<file path="src/shared/lsd_consts.vh">
// Constants for the segment LCD driver control block
`ifndef LSD_CONSTS_VH
`define LSD_CONSTS_VH

// ----------------------------------------------------------------
// Register offsets
// ----------------------------------------------------------------
`define LSD_ADDR_CTRL     4'h0
`define LSD_ADDR_PHASE    4'h1
`define LSD_ADDR_SEGEN0   4'h2
`define LSD_ADDR_SEGEN1   4'h3
`define LSD_ADDR_PIX_LO   4'h4
`define LSD_ADDR_PIX_HI   4'hb

// ----------------------------------------------------------------
// Control register fields
// ----------------------------------------------------------------
`define LSD_CTRL_ON       7
`define LSD_CTRL_SLEEP    6
`define LSD_CTRL_WRITE_FAIL_FLAG     5
`define LSD_CTRL_BIASPIN  4
`define LSD_CTRL_CS_HI    3
`define LSD_CTRL_CS_LO    2
`define LSD_CTRL_MUX_HI   1
`define LSD_CTRL_MUX_LO   0

// ----------------------------------------------------------------
// Phase and prescale register fields
// ----------------------------------------------------------------
`define LSD_PS_WAVE       7
`define LSD_PS_BIAS       6
`define LSD_PS_ACTIVE     5
`define LSD_PS_WALLOW     4
`define LSD_PS_LP_HI      3
`define LSD_PS_LP_LO      0

// ----------------------------------------------------------------
// Reset values
// ----------------------------------------------------------------
`define LSD_CTRL_RST      8'h13
`define LSD_PS_RST        8'h00
`define LSD_SEGEN_RST     8'h00

// ----------------------------------------------------------------
// Clock source encodings and fixed divisors
// ----------------------------------------------------------------
`define LSD_CS_SYS        2'h0
`define LSD_CS_T1         2'h1
`define LSD_SYS_DIV_MAX   13'h1fff
`define LSD_OSC_DIV_MAX   5'h1f

`endif

</file>
<file path="src/hdl/lsd_top.v">
// Segment LCD driver control, status, clocking and pixel store
//
// Operation
// - Clock from sys/8192, timer1/32 or slow/32
// - Sys divider fixed; prescaler does rate trim
// - Oscillator sources keep panel running in sleep unless sleep-stop set
// - Four-bit prescaler, ratios 1:1 to 1:16
// - Prescaler counter has no software access
// - Prescale ratio equals field value plus one
// - Type B flips per frame, A per tick
// - Two/three commons: bit one half, else third
// - Read-only active flag shows driver running
// - Read-only write-allow flag gates pixel writes
// - Segment enable bit: one LCD, zero I/O
// - Pixel bit one dark; power-up unknown
// - Module enable switches driver on and off
// - Sleep-stop bit set halts driver in sleep
// - Commons select 1..4 commons, resets four
// - Bias pin enable set after reset
//
// Map: 0 control, 1 phase and prescale, 2-3 segment enables,
// 4-11 pixel words, two per common, low segments first
//
// Chosen here: the register offsets and the strobed register port.
`default_nettype none
`include "lsd_consts.vh"

module lsd_top
(
    // Clock and reset
    input  wire        clk_i,
    input  wire        reset_n_i,
    // Register port
    input  wire [3:0]  addr_i,
    input  wire [7:0]  wdata_i,
    input  wire        wr_i,
    input  wire        rd_i,
    output reg  [7:0]  rdata_o,
    // System state and oscillator pins
    input  wire        sleep_i,
    input  wire        t1_osc_i,
    input  wire        lf_osc_i,
    // Panel side
    output wire [15:0] segment_pin_sel_o,
    output wire [3:0]  com_pin_use_o,
    output wire        bias_pin_on_o,
    output wire        bias_static_o,
    output wire        bias_half_o,
    output wire        lcd_tick_o,
    output reg  [1:0]  com_idx_o,
    output reg         phase_o,
    output reg  [15:0] seg_data_o
);

    // ----------------------------------------------------------------
    // Register state
    // ----------------------------------------------------------------
    reg        driver_on_q;
    reg        sleep_stop_q;
    reg        write_fail_flag_q;
    reg        bias_pin_on_q;
    reg  [1:0] clk_sel_q;
    reg  [1:0] commons_sel_q;
    reg        waveform_kind_q;
    reg        bias_choice_q;
    reg  [3:0] prescale_sel_q;
    reg  [7:0] segen_q [0:1];
    reg  [7:0] pix_q [0:7];
    reg  [7:0] rd_mux_d;

    // Reset words, split into their fields below
    localparam [7:0] CTRL_RST = `LSD_CTRL_RST;
    localparam [7:0] PS_RST   = `LSD_PS_RST;

    wire       hit_ctrl;
    wire       hit_ps;
    wire       hit_seg0;
    wire       hit_seg1;
    wire       hit_pix;
    wire [7:0] fetch_lo;
    wire [7:0] fetch_hi;
    wire       wr_ctrl;
    wire       wr_ps;
    wire       wr_pix;
    wire [2:0] pix_idx;
    wire       sys_run;
    wire       osc_run;
    wire       driver_active_flag;
    wire       write_allow_flag;
    wire       src_tick;

    assign hit_ctrl = (addr_i == `LSD_ADDR_CTRL);
    assign hit_ps   = (addr_i == `LSD_ADDR_PHASE);
    assign hit_seg0 = (addr_i == `LSD_ADDR_SEGEN0);
    assign hit_seg1 = (addr_i == `LSD_ADDR_SEGEN1);
    // Words above the pixel store are unmapped and read as zero
    assign hit_pix  = (addr_i >= `LSD_ADDR_PIX_LO) && (addr_i <= `LSD_ADDR_PIX_HI);
    assign wr_ctrl  = wr_i && hit_ctrl;
    assign wr_ps    = wr_i && hit_ps;
    assign wr_pix   = wr_i && hit_pix;
    assign pix_idx  = addr_i[2:0] - 3'h4;

    // ----------------------------------------------------------------
    // Run and status
    // ----------------------------------------------------------------
    // The system source dies in sleep; the slow oscillators survive it unless sleep-stop is set
    assign sys_run = driver_on_q && !sleep_i;
    assign osc_run = driver_on_q && !(sleep_i && sleep_stop_q);
    assign driver_active_flag = (clk_sel_q == `LSD_CS_SYS) ? sys_run : osc_run;
    // Writes are refused only in the cycle the frame fetches pixel data
    // Trade-off: software is almost never held off, but a write that
    // meets the fetch cycle is lost and only the error flag tells
    assign write_allow_flag = !(driver_active_flag && lcd_tick_o);

    // ----------------------------------------------------------------
    // Control and phase registers
    // ----------------------------------------------------------------
    always @(posedge clk_i or negedge reset_n_i)
    begin
        if (!reset_n_i)
        begin
            driver_on_q       <= CTRL_RST[`LSD_CTRL_ON];
            sleep_stop_q      <= CTRL_RST[`LSD_CTRL_SLEEP];
            write_fail_flag_q <= CTRL_RST[`LSD_CTRL_WRITE_FAIL_FLAG];
            bias_pin_on_q     <= CTRL_RST[`LSD_CTRL_BIASPIN];
            clk_sel_q         <= CTRL_RST[`LSD_CTRL_CS_HI:`LSD_CTRL_CS_LO];
            commons_sel_q     <= CTRL_RST[`LSD_CTRL_MUX_HI:`LSD_CTRL_MUX_LO];
            waveform_kind_q   <= PS_RST[`LSD_PS_WAVE];
            bias_choice_q     <= PS_RST[`LSD_PS_BIAS];
            prescale_sel_q    <= PS_RST[`LSD_PS_LP_HI:`LSD_PS_LP_LO];
        end
        else
        begin
            // The error bit is left out here: a written one must not set it
            if (wr_ctrl)
            begin
                driver_on_q   <= wdata_i[`LSD_CTRL_ON];
                sleep_stop_q  <= wdata_i[`LSD_CTRL_SLEEP];
                bias_pin_on_q <= wdata_i[`LSD_CTRL_BIASPIN];
                clk_sel_q     <= wdata_i[`LSD_CTRL_CS_HI:`LSD_CTRL_CS_LO];
                commons_sel_q <= wdata_i[`LSD_CTRL_MUX_HI:`LSD_CTRL_MUX_LO];
            end
            // Set wins over clear; software can only clear the flag
            if (wr_pix && !write_allow_flag)
                write_fail_flag_q <= 1'b1;
            else if (wr_ctrl && !wdata_i[`LSD_CTRL_WRITE_FAIL_FLAG])
                write_fail_flag_q <= 1'b0;
            if (wr_ps)
            begin
                waveform_kind_q <= wdata_i[`LSD_PS_WAVE];
                bias_choice_q   <= wdata_i[`LSD_PS_BIAS];
                prescale_sel_q  <= wdata_i[`LSD_PS_LP_HI:`LSD_PS_LP_LO];
            end
        end
    end

    // ----------------------------------------------------------------
    // Segment enables and pixel store
    // ----------------------------------------------------------------
    always @(posedge clk_i or negedge reset_n_i)
    begin
        if (!reset_n_i)
        begin
            segen_q[0] <= `LSD_SEGEN_RST;
            segen_q[1] <= `LSD_SEGEN_RST;
        end
        else if (wr_i && hit_seg0)
            segen_q[0] <= wdata_i;
        else if (wr_i && hit_seg1)
            segen_q[1] <= wdata_i;
    end

    genvar g;
    generate
        for (g = 0; g < 8; g = g + 1)
        begin : g_pix
            // Pixel storage has no reset: its content is unknown at power-up
            always @(posedge clk_i)
            begin
                if (wr_pix && write_allow_flag && (pix_idx == g))
                    pix_q[g] <= wdata_i;
            end
        end
    endgenerate

    // Enables reset to I/O, so no pin drives glass before software asks
    assign segment_pin_sel_o = {segen_q[1], segen_q[0]};

    // ----------------------------------------------------------------
    // Clocking
    // ----------------------------------------------------------------
    // Divider and prescaler clear whenever the driver stops,
    // so the first frame after a restart is a whole one
    lsd_src_div u_src
    (
        .clk_i      (clk_i),
        .reset_n_i  (reset_n_i),
        .sys_run_i  (sys_run),
        .osc_run_i  (osc_run),
        .cs_i       (clk_sel_q),
        .t1_osc_i   (t1_osc_i),
        .lf_osc_i   (lf_osc_i),
        .src_tick_o (src_tick)
    );

    lsd_prescale u_ps
    (
        .clk_i       (clk_i),
        .reset_n_i   (reset_n_i),
        .run_i       (driver_active_flag),
        .ratio_sel_i (prescale_sel_q),
        .src_tick_i  (src_tick),
        .lcd_tick_o  (lcd_tick_o)
    );

    // ----------------------------------------------------------------
    // Commons, bias and phase sequencing
    // ----------------------------------------------------------------
    // Common 0 always drives; higher commons join as the mux grows
    assign com_pin_use_o = {commons_sel_q == 2'h3, commons_sel_q >= 2'h2,
                            commons_sel_q != 2'h0, 1'b1};
    assign bias_pin_on_o = bias_pin_on_q;
    // Bias bit is ignored in static and four-common modes (software keeps it 0)
    assign bias_static_o = (commons_sel_q == 2'h0);
    assign bias_half_o   = bias_choice_q && (commons_sel_q == 2'h1 ||
                                             commons_sel_q == 2'h2);

    wire last_com;
    assign last_com = (com_idx_o == commons_sel_q);
    assign fetch_lo = pix_q[{com_idx_o, 1'b0}];
    assign fetch_hi = pix_q[{com_idx_o, 1'b1}];

    // Type A flips phase every tick and steps the common after the
    // second half, so each common sees both polarities back to back.
    // Type B keeps one phase for a frame and flips it at the wrap:
    // one phase flip per frame instead of one per tick, but each polarity lasts longer.
    // An enabled but inactive driver (sleep) freezes where it is.

    always @(posedge clk_i or negedge reset_n_i)
    begin
        if (!reset_n_i)
        begin
            com_idx_o  <= 2'h0;
            phase_o    <= 1'b0;
            seg_data_o <= 16'h0000;
        end
        else if (!driver_active_flag && !driver_on_q)
        begin
            com_idx_o  <= 2'h0;
            phase_o    <= 1'b0;
            seg_data_o <= 16'h0000;
        end
        else if (lcd_tick_o)
        begin
            if (waveform_kind_q)
            begin
                com_idx_o <= last_com ? 2'h0 : com_idx_o + 2'h1;
                if (last_com)
                    phase_o <= !phase_o;
            end
            else
            begin
                phase_o <= !phase_o;
                if (phase_o)
                    com_idx_o <= last_com ? 2'h0 : com_idx_o + 2'h1;
            end
            seg_data_o <= {fetch_hi, fetch_lo} & segment_pin_sel_o;
        end
    end

    // ----------------------------------------------------------------
    // Read port
    // ----------------------------------------------------------------
    // Status bits are taken live; unmapped words read as zero
    always @*
    begin
        rd_mux_d = 8'h00;
        if (hit_ctrl)
            rd_mux_d = {driver_on_q, sleep_stop_q, write_fail_flag_q, bias_pin_on_q,
                        clk_sel_q, commons_sel_q};
        else if (hit_ps)
            rd_mux_d = {waveform_kind_q, bias_choice_q, driver_active_flag,
                        write_allow_flag, prescale_sel_q};
        else if (hit_seg0)
            rd_mux_d = segen_q[0];
        else if (hit_seg1)
            rd_mux_d = segen_q[1];
        else if (hit_pix)
            rd_mux_d = pix_q[pix_idx];
    end

    // Read data stand for one cycle only and are zero otherwise
    always @(posedge clk_i or negedge reset_n_i)
    begin
        if (!reset_n_i)
            rdata_o <= 8'h00;
        else if (rd_i)
            rdata_o <= rd_mux_d;
        else
            rdata_o <= 8'h00;
    end

endmodule
`default_nettype wire

</file>
<file path="src/hdl/lsd_src_div.v">
// Clock source selection and fixed source dividers of the LCD driver
`default_nettype none
`include "lsd_consts.vh"

module lsd_src_div
(
    // Clock and reset
    input  wire       clk_i,
    input  wire       reset_n_i,
    // Control
    input  wire       sys_run_i,
    input  wire       osc_run_i,
    input  wire [1:0] cs_i,
    // Oscillator pins
    input  wire       t1_osc_i,
    input  wire       lf_osc_i,
    // Source tick
    output wire       src_tick_o
);

    // ----------------------------------------------------------------
    // Oscillator synchronisers, one per slow oscillator
    // ----------------------------------------------------------------
    wire [1:0] osc_pin;
    wire [1:0] osc_rise;
    assign osc_pin = {lf_osc_i, t1_osc_i};

    genvar g;
    generate
        for (g = 0; g < 2; g = g + 1)
        begin : g_sync
            reg s1_q;
            reg s2_q;
            reg s3_q;
            reg lvl_q;
            always @(posedge clk_i or negedge reset_n_i)
            begin
                if (!reset_n_i)
                begin
                    s1_q  <= 1'b0;
                    s2_q  <= 1'b0;
                    s3_q  <= 1'b0;
                    lvl_q <= 1'b0;
                end
                else
                begin
                    s1_q <= osc_pin[g];
                    s2_q <= s1_q;
                    s3_q <= s2_q;
                    // A level counts only once two stages agree
                    if (s2_q == s3_q)
                        lvl_q <= s3_q;
                end
            end
            assign osc_rise[g] = (s2_q == s3_q) && s3_q && !lvl_q;
        end
    endgenerate

    // ----------------------------------------------------------------
    // Fixed dividers: system /8192, oscillator /32
    // ----------------------------------------------------------------
    reg  [12:0] sys_cnt_q;
    reg  [4:0]  osc_cnt_q;
    wire        use_sys;
    wire        osc_edge;
    assign use_sys  = (cs_i == `LSD_CS_SYS);
    assign osc_edge = (cs_i == `LSD_CS_T1) ? osc_rise[0] : osc_rise[1];

    always @(posedge clk_i or negedge reset_n_i)
    begin
        if (!reset_n_i)
        begin
            sys_cnt_q <= 13'h0000;
            osc_cnt_q <= 5'h00;
        end
        else
        begin
            // The /8192 stage is fixed; rate trim comes only from the prescaler
            if (sys_run_i && use_sys)
                sys_cnt_q <= sys_cnt_q + 13'h0001;
            else
                sys_cnt_q <= 13'h0000;
            if (osc_run_i && !use_sys && osc_edge)
                osc_cnt_q <= osc_cnt_q + 5'h01;
            else if (!osc_run_i || use_sys)
                osc_cnt_q <= 5'h00;
        end
    end

    assign src_tick_o = use_sys ? (sys_run_i && sys_cnt_q == `LSD_SYS_DIV_MAX)
                                : (osc_run_i && osc_edge && osc_cnt_q == `LSD_OSC_DIV_MAX);

endmodule
`default_nettype wire

</file>
<file path="src/hdl/lsd_prescale.v">
// Four-bit LCD clock prescaler, ratio select plus one
`default_nettype none
`include "lsd_consts.vh"

module lsd_prescale
(
    // Clock and reset
    input  wire       clk_i,
    input  wire       reset_n_i,
    // Control
    input  wire       run_i,
    input  wire [3:0] ratio_sel_i,
    input  wire       src_tick_i,
    // Divided tick
    output wire       lcd_tick_o
);

    // No software path reaches this counter
    reg [3:0] cnt_q;

    always @(posedge clk_i or negedge reset_n_i)
    begin
        if (!reset_n_i)
            cnt_q <= 4'h0;
        else if (!run_i)
            cnt_q <= 4'h0;
        else if (src_tick_i)
        begin
            if (cnt_q >= ratio_sel_i)
                cnt_q <= 4'h0;
            else
                cnt_q <= cnt_q + 4'h1;
        end
    end

    assign lcd_tick_o = run_i && src_tick_i && (cnt_q >= ratio_sel_i);

endmodule
`default_nettype wire

</file>
<file path="config.mk">
export PLATFORM = sky130hd
export DESIGN_NAME = lsd_top
export DESIGN_NICKNAME = d
export VERILOG_FILES = /design/src/hdl/lsd_top.v /design/src/hdl/lsd_src_div.v /design/src/hdl/lsd_prescale.v
export VERILOG_INCLUDE_DIRS = /design/src /design/src/shared
export SDC_FILE = /design/constraint.sdc
export NUM_CORES = 1
export LEC_CHECK = 0
export BUFFER_PORTS_ARGS = -buffer_cell sky130_fd_sc_hd__buf_4
export CAP_MARGIN = 30
export CORE_UTILIZATION = 37
export DETAILED_ROUTE_END_ITERATION = 10
export GPL_TIMING_DRIVEN = 0
export PLACE_DENSITY_LB_ADDON = 0.25
export SLEW_MARGIN = 20
export SYNTH_ARGS = -nofsm -noshare
export SYNTH_HDL_FRONTEND = slang
export SYNTH_SLANG_ARGS = --single-unit
</file>
<file path="constraint.sdc">
create_clock -name clk_i -period 4.8 [get_ports clk_i]
set_input_delay 0.96 -clock clk_i [delete_from_list [all_inputs] [get_ports clk_i]]
set_output_delay 0.96 -clock clk_i [all_outputs]
set_load 0.005 [all_outputs]
</file>
==> metrics <==
outcome complete, no violations; height of the chip 140 um; top post-synthesis cells by area dfrtp_1, edfxtp_1, mux4_2, mux2_2, ha_1; critical path arrival 2.61 ns; warnings from Yosys 0; Resized cells post-CTS 0; unique cell type count in the Yosys netlist 61; final total power 3.24 mW; fraction of final layout cells with drive strength greater than 1 34.9%; post-detailed-route count of antenna-violating nets 0; leading cell types by count after synthesis dfrtp_1, edfxtp_1, mux2_2, nand2_1; mean instance size in the synthesized netlist 13.5 sq um; share of async-settable or async-resettable flops after synthesis 57.6%; Final Max Tran Viols 0; Leakage 3.44 nW; Filler Cell Count 1691; maximum number of pins on one net before global-route repair 58; area share of the largest cell type after synthesis 29.7%; post-synthesis cell count 526; # IOs 70; Final period util 74.4%; # H-tree levels 4; peak fanout along the critical path 10; number of synthesized flops with an enable pin 64; share of the yosys chip area belonging to registers 57.9%; number of diodes 0; Worst setup SP type input pin; highest achievable clock rate 280 MHz; Req. time, crit path 3.84 ns; clock tree from TritonCTS done; total number of vias 4841; Hold Path Class reg2reg; CTS Sinks 151; number of buffers created by CTS 17; Worst setup EP type output port; via count of the first global-routing pass 4978; post-detailed-route wirelength per cell 22.1 um; Reg clk slew, reported paths 0.07 ns; Tmin final 3.57 ns; first-pass GRT wire length 29500 um; area inside the core boundary 18800 sq um; Port Buffer Count 66; Post-Route WL 19100 um; synthesized flop and latch total 151; tightest slew margin relative to the limit 34.2%; final total negative setup slack 0 ns; maximum buffer depth of the clock tree 2; floorplan row count 50; Top FF cell, synth dfrtp_1; DIE AREA 19700 sq um; setup violation total in the final timing report 0; library cell occupying the most area in the post-synthesis netlist dfrtp_1; most common cell in the netlist dfrtp_1; RSZ-0062 raised after global routing false; global routing usage summed across all routing layers 20.6%; antenna violations before repair 0; HPWL reported at the end of detailed placement 13900 um; CTS Root Cell clkbuf_16; final weighted congestion of routability-driven global placement 0.849; initial DRC count 372; Area growth, synth to finish 20.5%; PwrDens 379 nW/um^2; worst-case clock skew 0.0121 ns; clk_lat worst skew 0.43 ns; initial standard-cell utilization of the core 37.8%; worst vdd ir 0.223 mV; hold buffers post-CTS 0; critical path start-end classification in2out; die width 140 um; transition time at the pin with the least slew margin 0.984 ns; cell area after technology mapping 7090 sq um; number of max-cap violations 0; number of detailed-route iterations in the first pass 5; total gr overflow 0; post-layout utilization of the core 45.5%; post-synth net total 559; Avg Vias per Cell 5.60; number of hold-slack violations in the final timing report 0; total setup buffers inserted after CTS 0; remaining design rule violation count 0; Net count, final 651
cells in the final DEF (no fill, tap or decap), types with 5 or more instances in the layout:
master	Yosys	final
o22ai_1	11	11
clkinv_4	0	6
nand2_1	38	38
o21ai_0	21	21
nor2_1	27	27
mux2_2	42	42
dfrtp_1	84	84
clkbuf_16	0	18
nand3_1	11	11
and3_1	5	5
a31o_2	16	16
clkbuf_1	17	17
mux4_2	27	27
mux2i_1	9	9
ha_1	14	14
buf_2	8	9
nand2b_1	6	6
buf_4	1	71
edfxtp_1	64	64
a21oi_1	9	9
inv_1	11	11
nor3_1	21	21
xor2_1	10	10
flip-flops by register name, summed over array words and instances, names as in the netlist, 4 cells and up:
| signal | count |
|---|---|
| u_ps.cnt_q | 4 |
| pix_q | 64 |
| seg_data_o | 16 |
| u_src.sys_cnt_q | 13 |
| segment_pin_sel_o | 16 |
| u_src.osc_cnt_q | 5 |
| prescale_sel_q | 4 |
| rdata_o | 8 |
stage by stage:
step	instances	area [sq um]	setup slack [ns]	hold WS (ns)
after floorplan	526	7090	1.79	0.331
after global placement	826	7880	0.256	0.338
after detailed placement	832	7970	1.21	0.337
after CTS	864	8530	1.23	0.352
after global routing	865	8540	1.17	0.356
final	865	8540	1.23	0.350
cells by family (layout without fill, tap and decap cells):
| logic type | after synthesis | count (layout) | synth area share, % |
|---|---|---|---|
| AND/OR/NAND/NOR | 142 | 142 | 10.1 |
| flip-flops | 151 | 151 | 57.9 |
| other | 1 | 1 | 0.0529 |
| adder cells (fa/ha/maj) | 14 | 14 | 2.47 |
| XOR/XNOR | 13 | 13 | 1.61 |
| AO/OA/AOI/OAI | 83 | 83 | 8.52 |
| multiplexers | 78 | 78 | 16.5 |
| buffers and inverters | 44 | 149 | 2.84 |
worst paths after layout:
| check | startpoint | cells after the start | to | slack (ns) |
|---|---|---|---|---|
| hold reg to reg | u_src.g_sync[0].s1_q$_DFF_PN0_ | 0 | u_src.g_sync[0].s2_q$_DFF_PN0_ | 0.35 |
| setup reg to reg | u_ps.cnt_q[0]$_DFFE_PN0P_ | 9 | pix_q[5][4]$_DFFE_PP_ | 1.62 |
| setup / recovery | sleep_i | 8 | lcd_tick_o | 1.23 |
| max in group asynchronous | reset_n_i | 2 | commons_sel_q[1]$_DFFE_PN1P_ | 3.66 |
| hold / removal | u_src.g_sync[0].s1_q$_DFF_PN0_ | 0 | u_src.g_sync[0].s2_q$_DFF_PN0_ | 0.35 |
| min in group asynchronous | reset_n_i | 1 | u_src.g_sync[0].s2_q$_DFF_PN0_ | 0.47 |
report_power, final:
part	switching (mW)	total, mW	internal, mW
logic	0.234	0.438	0.203
registers	0.0903	1.53	1.44
clock network	0.568	1.27	0.703
layout make-up:
| type | instances | area (sq um) | share of cell area (%) |
|---|---|---|---|
| Multi-Input combinational cell | 331 | 2810 | 32.9 |
| Buffer | 31 | 153 | 1.79 |
| Clock buffer | 18 | 450 | 5.27 |
| Sequential cell | 151 | 4100 | 48.0 |
| Clock inverter | 14 | 115 | 1.35 |
| Inverter | 13 | 48.8 | 0.571 |
| Tap cell | 234 | 293 | 3.43 |
| Timing Repair Buffer | 73 | 569 | 6.66 |
routing by layer:
layer | routed length, um | GRT usage, % | vias to the layer above
met5 | 0 | 0 | -
met4 | 367 | 7.29 | 0
met3 | 1150 | 5.09 | 22
met2 | 9170 | 32.8 | 160
met1 | 8420 | 27.3 | 2471
li1 | - | - | 2188
worst max-delay path, stage by stage:
cell	delay, ns
buf_4	0.12
nand2_1	0.05
o211ai_1	0.29
o32a_1	0.46
buf_6	0.16
or2_4	0.26
inv_2	0.15
buf_4	0.14
No activity file was read; power rests on OpenSTA's default activity.
